## config.mk

```make
export PLATFORM = sky130hd
export DESIGN_NAME = timer_pwm_unit
export DESIGN_NICKNAME = d
export VERILOG_FILES = /design/src/design/timer_pwm_pkg.sv /design/src/design/timer_pwm_unit.sv /design/src/design/timer_counter.sv
export VERILOG_INCLUDE_DIRS = /design/src /design/src/design
export SDC_FILE = /design/constraint.sdc
export NUM_CORES = 1
export LEC_CHECK = 0
export BUFFER_PORTS_ARGS = -buffer_cell sky130_fd_sc_hd__buf_2
export CAP_MARGIN = 20
export CORE_AREA = 2 2 209 211
export DETAILED_ROUTE_END_ITERATION = 16
export DIE_AREA = 0 0 211 213
export GPL_TIMING_DRIVEN = 0
export PLACE_DENSITY = 0.41
export SKIP_CTS_REPAIR_TIMING = 1
export SLEW_MARGIN = 20
export SYNTH_ARGS = -nofsm -noshare
export SYNTH_HDL_FRONTEND = slang
export SYNTH_HIERARCHICAL = 1
export SYNTH_SLANG_ARGS = --single-unit
```

## constraint.sdc

```tcl
create_clock -name REF_CLK -period 9 [get_ports REF_CLK]
set_input_delay 0.45 -clock REF_CLK [delete_from_list [all_inputs] [get_ports REF_CLK]]
set_output_delay 0.45 -clock REF_CLK [all_outputs]
set_load 0.1 [all_outputs]
```

## src/design/timer_pwm_defs.svh

```systemverilog
/*
 * Register offsets, field positions, reset values and bus codes of the timer and PWM unit.
 * Assumes byte-wide registers, each in the low bits of one aligned 32-bit word.
 */
`ifndef TIMER_PWM_DEFS_SVH
`define TIMER_PWM_DEFS_SVH

// Channel count and address width
`define NUM_CH        2
`define ADDR_W        8

// Timer-wide register byte addresses
`define OFF_TSC       8'h00
`define OFF_CNT_HI    8'h04
`define OFF_CNT_LO    8'h08
`define OFF_MOD_HI    8'h0c
`define OFF_MOD_LO    8'h10

// Channel n sits in the 16-byte slot ADDR[7:4] = CH_SLOT0 + n
`define CH_SLOT0      4'h2
`define CH_SUB_CSC    2'h0
`define CH_SUB_VHI    2'h1
`define CH_SUB_VLO    2'h2

// Timer status/control fields
`define TSC_FLAG      7
`define TSC_IEN       6
`define TSC_CPWM      5
`define TSC_RUN       0

// Channel status/control fields
`define CSC_FLAG      7
`define CSC_IEN       6
`define CSC_MSB       5
`define CSC_MSA       4
`define CSC_ELSB      3
`define CSC_ELSA      2

// Counter values and reset values
`define CNT_ZERO      16'h0000
`define CNT_FULL      16'hffff
`define BYTE_ZERO     8'h00

// Bus response codes
`define RESP_OKAY     2'h0
`define RESP_SLVERR   2'h2

`endif

```

## src/design/timer_pwm_pkg.sv

```systemverilog
/*
 * Types shared by the timer counter and the register and channel block.
 * Assumes timer_pwm_defs.svh on the include path.
 */
`include "timer_pwm_defs.svh"

package timer_pwm_pkg;

    typedef enum logic [1:0] {
        MODE_CAPTURE,
        MODE_COMPARE,
        MODE_EDGE_PWM,
        MODE_CENTER_PWM
    } chan_mode_type;

    typedef struct packed {
        logic [15:0] count;
        logic        down;
        logic        tick;
        logic        ovf;
    } counter_state_type;

    typedef struct packed {
        logic        flag;
        logic        armed;
        logic        irq_en;
        logic        msb;
        logic        msa;
        logic [1:0]  els;
        logic [15:0] value;
        logic [7:0]  buf_hi;
        logic [7:0]  buf_lo;
        logic        got_hi;
        logic        got_lo;
        logic        pin_prev;
        logic        out;
        logic        oe_n;
        logic        irq;
    } chan_state_type;

    typedef struct packed {
        chan_state_type [`NUM_CH-1:0] ch;
        logic        ovf_flag;
        logic        ovf_armed;
        logic        ovf_en;
        logic        center;
        logic        run;
        logic [15:0] modulus;
        logic [7:0]  mbuf_hi;
        logic [7:0]  mbuf_lo;
        logic        mgot_hi;
        logic        mgot_lo;
        logic        cnt_clear;
        logic        irq_ovf;
        logic        aw_have;
        logic [7:0]  awaddr;
        logic        w_have;
        logic [7:0]  wdata;
        logic        wlane0;
        logic        awready;
        logic        wready;
        logic        bvalid;
        logic [1:0]  bresp;
        logic        arready;
        logic        rvalid;
        logic [7:0]  rdata;
        logic [1:0]  rresp;
    } timer_state_type;

endpackage : timer_pwm_pkg

```

## src/design/timer_pwm_unit.sv

```systemverilog
/*
 * Timer and PWM unit: AXI4-Lite register slave, flags with read-then-write-zero clearing,
 * coherent byte buffers for modulus and channel values, and per-channel capture, compare
 * and PWM logic.
 * Assumes REF_CLK is the counting clock and all channel pin inputs are synchronous to it.
 */
// The AXI4-Lite interface to the registers and the register offsets were decided locally.
`timescale 1ns/1ns
`include "timer_pwm_defs.svh"

module timer_pwm_unit (
    input  wire logic               REF_CLK,
    input  wire logic               RST_N,
    input  wire logic [7:0]         AXI_AWADDR,
    input  wire logic               AXI_AWVALID,
    output logic                    AXI_AWREADY,
    input  wire logic [31:0]        AXI_WDATA,
    input  wire logic [3:0]         AXI_WSTRB,
    input  wire logic               AXI_WVALID,
    output logic                    AXI_WREADY,
    output logic [1:0]              AXI_BRESP,
    output logic                    AXI_BVALID,
    input  wire logic               AXI_BREADY,
    input  wire logic [7:0]         AXI_ARADDR,
    input  wire logic               AXI_ARVALID,
    output logic                    AXI_ARREADY,
    output logic [31:0]             AXI_RDATA,
    output logic [1:0]              AXI_RRESP,
    output logic                    AXI_RVALID,
    input  wire logic               AXI_RREADY,
    input  wire logic [`NUM_CH-1:0] CH_IN,
    output logic [`NUM_CH-1:0]      CH_OUT,
    output logic [`NUM_CH-1:0]      CH_OE_N,
    output logic [`NUM_CH-1:0]      IRQ_CH,
    output logic                    IRQ_OVF
);

    timer_pwm_pkg::timer_state_type q;
    timer_pwm_pkg::timer_state_type d;
    logic [15:0]                    cnt;
    logic                           cnt_down;
    logic                           cnt_tick;
    logic                           cnt_ovf;

    // Channel mode from center select and the two mode bits
    function automatic timer_pwm_pkg::chan_mode_type chan_mode(
        input logic center,
        input logic msb,
        input logic msa
    );
        if (center) begin
            chan_mode = timer_pwm_pkg::MODE_CENTER_PWM;
        end else if (msb) begin
            chan_mode = timer_pwm_pkg::MODE_EDGE_PWM;
        end else if (msa) begin
            chan_mode = timer_pwm_pkg::MODE_COMPARE;
        end else begin
            chan_mode = timer_pwm_pkg::MODE_CAPTURE;
        end
    endfunction : chan_mode

    // Channel slot hit: returns 1 when addr is one of the three word-aligned registers in channel n's slot
    function automatic logic chan_hit(input logic [7:0] addr, input int n);
        chan_hit = (addr[7:4] == `CH_SLOT0 + 4'(n)) && (addr[3:2] != 2'h3) && (addr[1:0] == 2'h0);
    endfunction : chan_hit

    // Timer counter
    timer_counter counter_i (
        .clk     (REF_CLK),
        .rst_n   (RST_N),
        .run     (q.run),
        .center  (q.center),
        .modulus (q.modulus),
        .clear   (q.cnt_clear),
        .count   (cnt),
        .down    (cnt_down),
        .tick    (cnt_tick),
        .ovf     (cnt_ovf)
    );

    // Bus handshakes, register reads and writes, flags, buffers and channel pins
    always_comb begin
        logic                         do_wr;
        logic                         wr_en;
        logic                         rd_en;
        logic                         hit;
        logic [7:0]                   rd;
        logic                         match;
        logic                         evt;
        logic                         rise;
        logic                         fall;
        logic                         act;
        timer_pwm_pkg::chan_mode_type mode;
        do_wr = 1'b0;
        wr_en = 1'b0;
        rd_en = 1'b0;
        hit = 1'b0;
        rd = `BYTE_ZERO;
        match = 1'b0;
        evt = 1'b0;
        rise = 1'b0;
        fall = 1'b0;
        act = 1'b0;
        mode = timer_pwm_pkg::MODE_CAPTURE;
        d = q;
        d.cnt_clear = 1'b0;

        // Write address and data are taken independently
        if (AXI_AWVALID && q.awready) begin
            d.aw_have = 1'b1;
            d.awaddr = AXI_AWADDR;
        end
        if (AXI_WVALID && q.wready) begin
            d.w_have = 1'b1;
            d.wdata = AXI_WDATA[7:0];
            d.wlane0 = AXI_WSTRB[0];
        end
        if (q.bvalid && AXI_BREADY) begin
            d.bvalid = 1'b0;
        end
        if (q.rvalid && AXI_RREADY) begin
            d.rvalid = 1'b0;
        end

        // Execute the write once both halves are held
        if (q.aw_have && q.w_have && !q.bvalid) begin
            do_wr = 1'b1;
            wr_en = q.wlane0;
            d.aw_have = 1'b0;
            d.w_have = 1'b0;
            d.bvalid = 1'b1;
        end
        rd_en = AXI_ARVALID && q.arready;

        // Timer-wide registers
        hit = 1'b0;
        if (do_wr) begin
            unique case (q.awaddr)
                `OFF_TSC: begin
                    hit = 1'b1;
                    if (wr_en) begin
                        if (q.ovf_armed && !q.wdata[`TSC_FLAG]) begin
                            d.ovf_flag = 1'b0;
                        end
                        d.ovf_armed = 1'b0;
                        d.ovf_en = q.wdata[`TSC_IEN];
                        d.center = q.wdata[`TSC_CPWM];
                        d.run = q.wdata[`TSC_RUN];
                        d.mgot_hi = 1'b0;
                        d.mgot_lo = 1'b0;
                    end
                end
                `OFF_CNT_HI, `OFF_CNT_LO: begin
                    hit = 1'b1;
                    d.cnt_clear = wr_en;
                end
                `OFF_MOD_HI: begin
                    hit = 1'b1;
                    if (wr_en) begin
                        d.mbuf_hi = q.wdata;
                        d.mgot_hi = 1'b1;
                    end
                end
                `OFF_MOD_LO: begin
                    hit = 1'b1;
                    if (wr_en) begin
                        d.mbuf_lo = q.wdata;
                        d.mgot_lo = 1'b1;
                    end
                end
                default: hit = 1'b0;
            endcase
        end

        // Reads of timer-wide registers; a read of a set flag arms its clear
        if (rd_en) begin
            d.rvalid = 1'b1;
            d.rresp = `RESP_OKAY;
            unique case (AXI_ARADDR)
                `OFF_TSC: begin
                    rd = {q.ovf_flag, q.ovf_en, q.center, 4'h0, q.run};
                    if (q.ovf_flag) begin
                        d.ovf_armed = 1'b1;
                    end
                end
                `OFF_CNT_HI: rd = cnt[15:8];
                `OFF_CNT_LO: rd = cnt[7:0];
                `OFF_MOD_HI: rd = q.modulus[15:8];
                `OFF_MOD_LO: rd = q.modulus[7:0];
                default: d.rresp = `RESP_SLVERR;
            endcase
        end

        // Modulus moves at overflow once both bytes are in, or at once while stopped
        if (q.mgot_hi && q.mgot_lo && (cnt_ovf || !q.run)) begin
            d.modulus = {q.mbuf_hi, q.mbuf_lo};
            d.mgot_hi = 1'b0;
            d.mgot_lo = 1'b0;
        end

        // Overflow event wins over a clear in the same cycle
        if (cnt_ovf) begin
            d.ovf_flag = 1'b1;
            d.ovf_armed = 1'b0;
        end

        // Per-channel registers and timer functions
        for (int n = 0; n < `NUM_CH; n++) begin
            mode = chan_mode(q.center, q.ch[n].msb, q.ch[n].msa);

            // Channel register writes
            if (do_wr && chan_hit(q.awaddr, n)) begin
                hit = 1'b1;
                if (wr_en) begin
                    unique case (q.awaddr[3:2])
                        `CH_SUB_CSC: begin
                            if (q.ch[n].armed && !q.wdata[`CSC_FLAG]) begin
                                d.ch[n].flag = 1'b0;
                            end
                            d.ch[n].armed = 1'b0;
                            d.ch[n].irq_en = q.wdata[`CSC_IEN];
                            d.ch[n].msb = q.wdata[`CSC_MSB];
                            d.ch[n].msa = q.wdata[`CSC_MSA];
                            d.ch[n].els = q.wdata[`CSC_ELSB:`CSC_ELSA];
                            d.ch[n].got_hi = 1'b0;
                            d.ch[n].got_lo = 1'b0;
                        end
                        `CH_SUB_VHI: begin
                            d.ch[n].buf_hi = q.wdata;
                            d.ch[n].got_hi = 1'b1;
                        end
                        default: begin
                            d.ch[n].buf_lo = q.wdata;
                            d.ch[n].got_lo = 1'b1;
                        end
                    endcase
                end
            end

            // Channel register reads
            if (rd_en && chan_hit(AXI_ARADDR, n)) begin
                d.rresp = `RESP_OKAY;
                unique case (AXI_ARADDR[3:2])
                    `CH_SUB_CSC: begin
                        rd = {q.ch[n].flag, q.ch[n].irq_en, q.ch[n].msb, q.ch[n].msa, q.ch[n].els, 2'h0};
                        if (q.ch[n].flag) begin
                            d.ch[n].armed = 1'b1;
                        end
                    end
                    `CH_SUB_VHI: rd = q.ch[n].value[15:8];
                    default: rd = q.ch[n].value[7:0];
                endcase
            end

            // Value buffer transfer: PWM waits for overflow while running, others and stopped PWM move at once
            if (q.ch[n].got_hi && q.ch[n].got_lo) begin
                if (mode == timer_pwm_pkg::MODE_CAPTURE || mode == timer_pwm_pkg::MODE_COMPARE
                    || cnt_ovf || !q.run) begin
                    d.ch[n].value = {q.ch[n].buf_hi, q.ch[n].buf_lo};
                    d.ch[n].got_hi = 1'b0;
                    d.ch[n].got_lo = 1'b0;
                end
            end

            // Edge detection on the pin and counter match
            d.ch[n].pin_prev = CH_IN[n];
            rise = CH_IN[n] && !q.ch[n].pin_prev;
            fall = !CH_IN[n] && q.ch[n].pin_prev;
            match = cnt_tick && (cnt == q.ch[n].value);
            act = !q.ch[n].els[0];
            evt = 1'b0;

            // Mode behaviour
            unique case (mode)
                timer_pwm_pkg::MODE_CAPTURE: begin
                    evt = (q.ch[n].els[0] && rise) || (q.ch[n].els[1] && fall);
                    if (evt) begin
                        d.ch[n].value = cnt;
                    end
                end
                timer_pwm_pkg::MODE_COMPARE: begin
                    evt = match;
                    if (match) begin
                        unique case (q.ch[n].els)
                            2'h1: d.ch[n].out = !q.ch[n].out;
                            2'h2: d.ch[n].out = 1'b0;
                            2'h3: d.ch[n].out = 1'b1;
                            default: d.ch[n].out = q.ch[n].out;
                        endcase
                    end
                end
                timer_pwm_pkg::MODE_EDGE_PWM: begin
                    evt = match;
                    if (match) begin
                        d.ch[n].out = !act;
                    end else if (cnt_tick && cnt == `CNT_ZERO) begin
                        d.ch[n].out = act;
                    end
                end
                timer_pwm_pkg::MODE_CENTER_PWM: begin
                    evt = match;
                    if (match) begin
                        d.ch[n].out = cnt_down ? act : !act;
                    end
                end
            endcase

            // Pin released in capture mode and when both edge/level bits are clear
            d.ch[n].oe_n = (q.ch[n].els == 2'h0) || (mode == timer_pwm_pkg::MODE_CAPTURE);

            // Event wins over a pending clear
            if (evt) begin
                d.ch[n].flag = 1'b1;
                d.ch[n].armed = 1'b0;
            end
            d.ch[n].irq = d.ch[n].flag && d.ch[n].irq_en;
        end

        // Bus answers and ready terms
        if (do_wr) begin
            d.bresp = hit ? `RESP_OKAY : `RESP_SLVERR;
        end
        if (rd_en) begin
            d.rdata = rd;
        end
        d.irq_ovf = d.ovf_flag && d.ovf_en;
        d.awready = !d.aw_have && !d.bvalid;
        d.wready = !d.w_have && !d.bvalid;
        d.arready = !d.rvalid;
    end

    // State register; reset clears flags, enables, buffers and pairing state
    always_ff @(posedge REF_CLK or negedge RST_N) begin
        if (!RST_N) begin
            q <= '0;
        end else begin
            q <= d;
        end
    end

    // Outputs straight from the state register
    assign AXI_AWREADY = q.awready;
    assign AXI_WREADY = q.wready;
    assign AXI_BVALID = q.bvalid;
    assign AXI_BRESP = q.bresp;
    assign AXI_ARREADY = q.arready;
    assign AXI_RVALID = q.rvalid;
    assign AXI_RRESP = q.rresp;
    assign AXI_RDATA = {24'h000000, q.rdata};
    assign IRQ_OVF = q.irq_ovf;

    // Per-channel outputs
    always_comb begin
        for (int n = 0; n < `NUM_CH; n++) begin
            CH_OUT[n] = q.ch[n].out;
            CH_OE_N[n] = q.ch[n].oe_n;
            IRQ_CH[n] = q.ch[n].irq;
        end
    end

endmodule : timer_pwm_unit

```

## src/design/timer_counter.sv

```systemverilog
/*
 * 16-bit timer counter: up counting or up/down counting with a modulus limit.
 * Assumes run, center, modulus and clear come from registers in the same clock domain.
 */
`timescale 1ns/1ns
`include "timer_pwm_defs.svh"

module timer_counter (
    input  wire logic        clk,
    input  wire logic        rst_n,
    input  wire logic        run,
    input  wire logic        center,
    input  wire logic [15:0] modulus,
    input  wire logic        clear,
    output logic [15:0]      count,
    output logic             down,
    output logic             tick,
    output logic             ovf
);

    timer_pwm_pkg::counter_state_type q;
    timer_pwm_pkg::counter_state_type d;
    logic [15:0]                      top;

    // Modulus of all zeros or all ones leaves the counter free running
    assign top = (modulus == `CNT_ZERO || modulus == `CNT_FULL) ? `CNT_FULL : modulus;

    // Next count, direction and overflow pulse
    always_comb begin
        d = q;
        d.tick = 1'b0;
        d.ovf = 1'b0;
        if (clear) begin
            d.count = `CNT_ZERO;
            d.down = 1'b0;
        end else if (run) begin
            d.tick = 1'b1;
            if (!center) begin
                if (q.count >= top) begin
                    d.count = `CNT_ZERO;
                    d.ovf = 1'b1;
                end else begin
                    d.count = q.count + 16'h0001;
                end
            end else if (!q.down) begin
                if (q.count >= top) begin
                    d.down = (top != `CNT_ZERO);
                    d.ovf = 1'b1;
                    d.count = (top == `CNT_ZERO) ? `CNT_ZERO : q.count - 16'h0001;
                end else begin
                    d.count = q.count + 16'h0001;
                end
            end else if (q.count == `CNT_ZERO) begin
                d.down = 1'b0;
                d.count = 16'h0001;
            end else begin
                d.count = q.count - 16'h0001;
            end
        end
    end

    // State register
    always_ff @(posedge clk or negedge rst_n) begin
        if (!rst_n) begin
            q <= '0;
        end else begin
            q <= d;
        end
    end

    assign count = q.count;
    assign down = q.down;
    assign tick = q.tick;
    assign ovf = q.ovf;

endmodule : timer_counter

```

## Word level (Yosys, flattened, before mapping)

Index checks and enable logic that the tools add are counted.

- Register bits: 186
- Output and inout port bits: 48
- Word-level logic and storage cells: 329

- $add $sub $neg: 2
- $lt $le $gt $ge: 1
- Equal/unequal tests: 42
- Muxes and demuxes: 113
- Bitwise logic cells: 1
- Reduce and logical (&&, ||, !) cells: 111

Operators by type and width:

| operator | count |
|---|---|
| $mux W16 | 14 |
| $logic_not A16 Y1 | 3 |
| $mux W2 | 23 |
| $mux W1 | 44 |
| $logic_and A1 B1 Y1 | 42 |
| $mux W7 | 6 |
| $pmux W8 S5 | 1 |
| $mux W17 | 2 |
| $eq A16 B16 Y1 | 2 |
| $eq A8 B4 Y1 const B | 4 |
| $pmux W8 S2 | 2 |
| $reduce_and A3 Y1 | 9 |
| $mux W19 | 1 |
| $add A16 B1 Y16 const B | 1 |
| $eq A16 B16 Y1 const B | 1 |
| $eq A2 B2 Y1 const B | 8 |
| $eq A4 B2 Y1 const B | 4 |
| $eq A8 B3 Y1 const B | 2 |
| $eq A8 B5 Y1 const B | 2 |
| $ge A16 B16 Y1 | 1 |
| $logic_not A2 Y1 | 8 |
| $logic_not A8 Y1 | 2 |
| $mux W8 | 2 |
| $pmux W1 S2 | 8 |
| other kinds (23) | 78 |

## Depth between registers and ports, before layout

- Word-level depth: 11
- Mapped depth: 15
- Mapped depth without buffers: 12

## Modules after synthesis

The synthesis kept the hierarchy.

By module, submodules not included:

| module | times used | cells each | area each (µm²) | seq. area each (µm²) |
|---|---|---|---|---|
| timer_pwm_unit | 1 | 737 | 8,318.0 | 4,129.0 |
| timer_counter | 1 | 302 | 2,227.1 | 475.5 |

## Worst setup path before layout

No wires, ideal clock.

- Path kind: reg2reg
- Start point: register q[70] (netlist name)
- End point: register counter_i.q (netlist bit counter_i/count[14])
- Setup time: 101 ps
- Arrival time: 3,696 ps
- Required time: 8,899 ps
- Setup slack: 5,203 ps
- Stages on the path, launching flop included: 15
- Buffers on the path: 2
- Clock period less this slack: 3,797 ps
- Cells stage by stage: dfrtp_1 > nand4_1 > or4_1 > nand2_1 > clkbuf_1 > nor2_1 > ha_1 > nand4_1 > or3_1 > o32a_1 > and3_1 > buf_2 > a211oi_2 > a21boi_0 > o32ai_1

- Word-level cells in the longest chain between the ends: 10
- Elaborated cells on any way between the ends: 13
- Those cells by class: 1 x order compare; 1 x eq/ne; 8 x mux; 3 x reduce/logical

Ends and longest elaborated chain:

| what | RTL line | source |
|---|---|---|
| start: declaration | timer_pwm_unit.sv:38 | `timer_pwm_pkg::timer_state_type q;` |
| start signal: assignment | timer_pwm_unit.sv:335 | `q <= '0;` |
| start signal: assignment | timer_pwm_unit.sv:337 | `q <= d;` |
| $eq A16 B16 Y1 (no source line) or $logic_not A16 Y1 (tied branches) | -- |  |
| $logic_or A1 B1 Y1 (no source line) | -- |  |
| $mux W16 * | timer_counter.sv:26 | `` assign top = (modulus == `CNT_ZERO \|\| modulus == `CNT_FULL) ? `CNT_FULL : modulus; `` |
| parallel branches: the longest is 4 deep, another holds $ge A16 B16 Y1 | -- |  |
| $mux W16 * | timer_counter.sv:38 | `if (!center) begin` |
| $mux W19 * | timer_counter.sv:36 | `end else if (run) begin` |
| $mux W17 * | timer_counter.sv:33 | `if (clear) begin` |
| end signal: assignment | timer_counter.sv:65 | `q <= '0;` |
| end signal: assignment | timer_counter.sv:67 | `q <= d;` |
| end: declaration | timer_counter.sv:21 | `timer_pwm_pkg::counter_state_type q;` |

Every way passes the cells marked *. The select of a mux whose other input is x is not followed.
A chain may end at the register's enable or synchronous reset.

## Final worst setup path

- Start point: register q[69] (netlist name)
- End point: register counter_i.q (netlist bit counter_i/count[14])

The elaborated chain is that of the path after synthesis.

==> results.ini <==
[die]
row_count = 76
core_sq_um = 42700
die_x_microns = 211
die_area_sq_um = 44900
die_h_microns = 213
start_util_pct = 24.7
pin_count = 109

[route]
wl_microns = 34800
wl_per_cell_microns = 20.5
drtIter0Drc = 786
num_vias = 8381
detail-route-antenna-nets = 0
drc_errors = 0
dr.pass1.iters = 5
routed_via_density = 4.93

[yosys]
synth.top_cell.area_share_pct = 43.7
synth_edf_count = 0
synth.area.top_cells = dfrtp_1 44%, mux2_2 11%, mux2i_1 4.0%, o21ai_0 3.5%, nand2_1 3.3%
synth-seq-area-share_pct = 43.7
yosys_register_bits = 184
syn_inst = 1039
yosysMostFrequentCell = dfrtp_1
netlist_top_cells_count = 184 x dfrtp_1, 107 x mux2_2, 92 x nand2_1
netlist_area_sq_um = 10500
synth.avg_cell_area_sq_um = 10.1
yosysUniqueCellTypes = 71
yosysTopAreaCell = dfrtp_1
ys_async_sr_fraction_pct = 100
ys.flop_type = dfrtp_1
synth-warning-count = 6

[power]
pwr_density_cell_nw_per_um2 = 233
p_leak_nw = 5.30
peakVddDrop_mv = 0.199

[clocking]
clock_latency_ns = 0.48
cts.htree.levels = 4
cts.reportedPaths.clkPinSlew_ns = 0.08
clk_path_buf_depth = 2
cts_buffers = 17
cts_tree = done
clockRootBuffer = clkbuf_16
cts_sinks = 184

[hold_path]
worstHoldStart = CH_IN[0]
holdPathEnd = q[80]
min_path_cells = 1
hp-class = primary input to flop

[global_route]
grt_max_degree = 91
grt_most_used_layer = met2
met3_usage_pct = 3.62
use_met1_pct = 22.6
grt_pass1_wl_microns = 52900
grt_pass1_vias = 8158
grt_usage_pct = 15.9
use_met2_pct = 23.8
antenna_found_initial = 1
grt_remaining_overflow = 0

[placement]
preCtsSetupSlack_ns = 4.25
dp_hpwl_microns = 25100
io_buffers = 55
gp_congestion = 0.834

[worst_setup_path]
start_kind = flop
r2r_end = counter_i/count[14]
end_kind = flop
cp.required_ns = 9.36
r2r_cells = 14
worst-r2r-setup-slack_ns = 4.12
worstReg2RegStart = q[69]
cp.arrival_ns = 5.24
path_class = flop to flop
crit_fanout = 10

[timing]
hold_violations = 0
setup_viol = 0
fin_ws_ns = 4.12
tightest_slew_ns = 1.06
final_max_slew_viol_count = 0
max_freq_ghz = 0.205
setup_tns_ns = 0
min_period_ns = 4.88
slew_headroom_pct = 29.4
fin_crit_sh_pct = 54.2
rsz0062_at_grt = false
skew_ns = 0.0179

[status]
outcome = finished clean

[layout]
drive_above_1_share_pct = 24.3
final_nets = 1225
syn_to_final_growth_pct = 16.4
n_fill_cell = 4468

[flow_run]
maxCapViolations = 0

## cells in the final DEF (no fill, tap or decap), types with 8 or more instances in the layout
| cell type | synthesis | routed |
|---|---|---|
| and3_1 | 8 | 8 |
| a21oi_1 | 29 | 29 |
| conb_1 | 1 | 26 |
| nor2_1 | 60 | 60 |
| nand3b_1 | 8 | 8 |
| nand3_1 | 23 | 23 |
| nand4_1 | 13 | 13 |
| clkbuf_1 | 42 | 42 |
| inv_1 | 20 | 20 |
| xnor2_1 | 20 | 20 |
| a22oi_1 | 12 | 12 |
| a221oi_1 | 10 | 10 |
| clkbuf_16 | 0 | 17 |
| xor2_1 | 22 | 22 |
| mux2i_1 | 42 | 42 |
| a21o_1 | 11 | 11 |
| mux2_2 | 107 | 107 |
| nor3_1 | 21 | 21 |
| nand2_1 | 92 | 92 |
| a31oi_1 | 8 | 8 |
| o21ai_0 | 74 | 74 |
| buf_2 | 11 | 65 |
| or3_1 | 9 | 9 |
| dfrtp_1 | 184 | 184 |
| nor4_1 | 13 | 13 |
| ha_1 | 23 | 23 |
| buf_4 | 43 | 43 |
| nand2b_1 | 11 | 11 |
## power by group
group	switching, W	leakage [nW]	internal [W]
logic	0.000593	2.69	0.000320
clock network	0.000403	0.288	0.000375
registers	0.000200	2.32	0.000967
total	0.00120	5.30	0.00166
## worst max-delay path: stages (launching register included)
cell      delay, ns
dfrtp_1        0.54
nand4_1        0.12
or4_1          0.50
nand2_1        0.22
clkbuf_1       0.39
nor2_1         0.08
ha_1           0.30
nand4_1        0.14
or3_1          0.40
o32a_1         0.37
and3_1         0.19
buf_2          0.19
a211oi_2       0.80
a21boi_0       0.20
o32ai_1        0.32
## kinds of logic (layout without fill, tap and decap cells)
kind of cell	after synthesis	count (layout)	synth area share, %
simple gates	306	306	14.9
compound gates	209	209	12.9
flops	184	184	43.7
mux	153	153	16.3
buf+inv	121	211	5.97
xor+xnor	42	42	3.49
fa+ha+maj	23	23	2.73
other cells	1	27	0.0356
## per-layer routing
metal	part of all wire [%]	routed length [microns]	vias to the layer above
met5	0	0	-
met3	5.0	1750	28
met1	49	17200	4204
met4	2.2	749	0
met2	44	15200	248
li1	-	-	3901
## layout make-up
class / instances / area [sq um] / share of cell area (%)
Buffer: 101 / 554 / 4.52
Antenna cell: 1 / 2.50 / 0.0204
Clock buffer: 17 / 425 / 3.47
Timing Repair Buffer: 58 / 350 / 2.86
Tap cell: 546 / 683 / 5.57
Inverter: 20 / 75.1 / 0.612
Multi-Input combinational cell: 759 / 5410 / 44.1
Sequential cell: 184 / 4600 / 37.5
Clock inverter: 15 / 170 / 1.39
## stage by stage
stage	instance area (sq um)	instances	power, W	util, %	hold WS, ns
floorplan	10600	1064	0.00177	-	0.154
global placement	11600	1665	0.00208	27.2	0.454
detailed placement	11700	1667	0.00209	27.3	0.271
CTS	12300	1699	0.00288	28.7	-0.242
global route	12300	1700	0.00303	28.7	0.0809
finish	12300	1701	0.00286	28.7	0.105
## worst max path at each step
stage / slack [ns] / to / cells after the start / start
6_report: 4.12 / counter_i/count[14] / 14 / q[69]
5_1_grt: 3.88 / counter_i/count[14] / 14 / q[68]
4_1_cts: 4.20 / counter_i/count[14] / 14 / q[68]
3_5_place_dp: 4.25 / counter_i/count[14] / 14 / q[68]
3_3_place_gp: 4.01 / q[34] / 1 / RST_N
2_1_floorplan: 5.20 / counter_i/count[14] / 14 / q[70]
## sequential cells by signal, summed over array words and instances (netlist names)
name	count
AXI_WREADY	1
counter_i/count	16
CH_OE_N	2
AXI_AWREADY	1
AXI_BRESP	1
AXI_RRESP	1
AXI_ARREADY	1
AXI_RVALID	1
counter_i/down	1
counter_i/ovf	1
IRQ_OVF	1
CH_OUT	2
q	143
IRQ_CH	2
AXI_RDATA	8
AXI_BVALID	1
counter_i/tick	1
(Power assumes the default switching activity.)
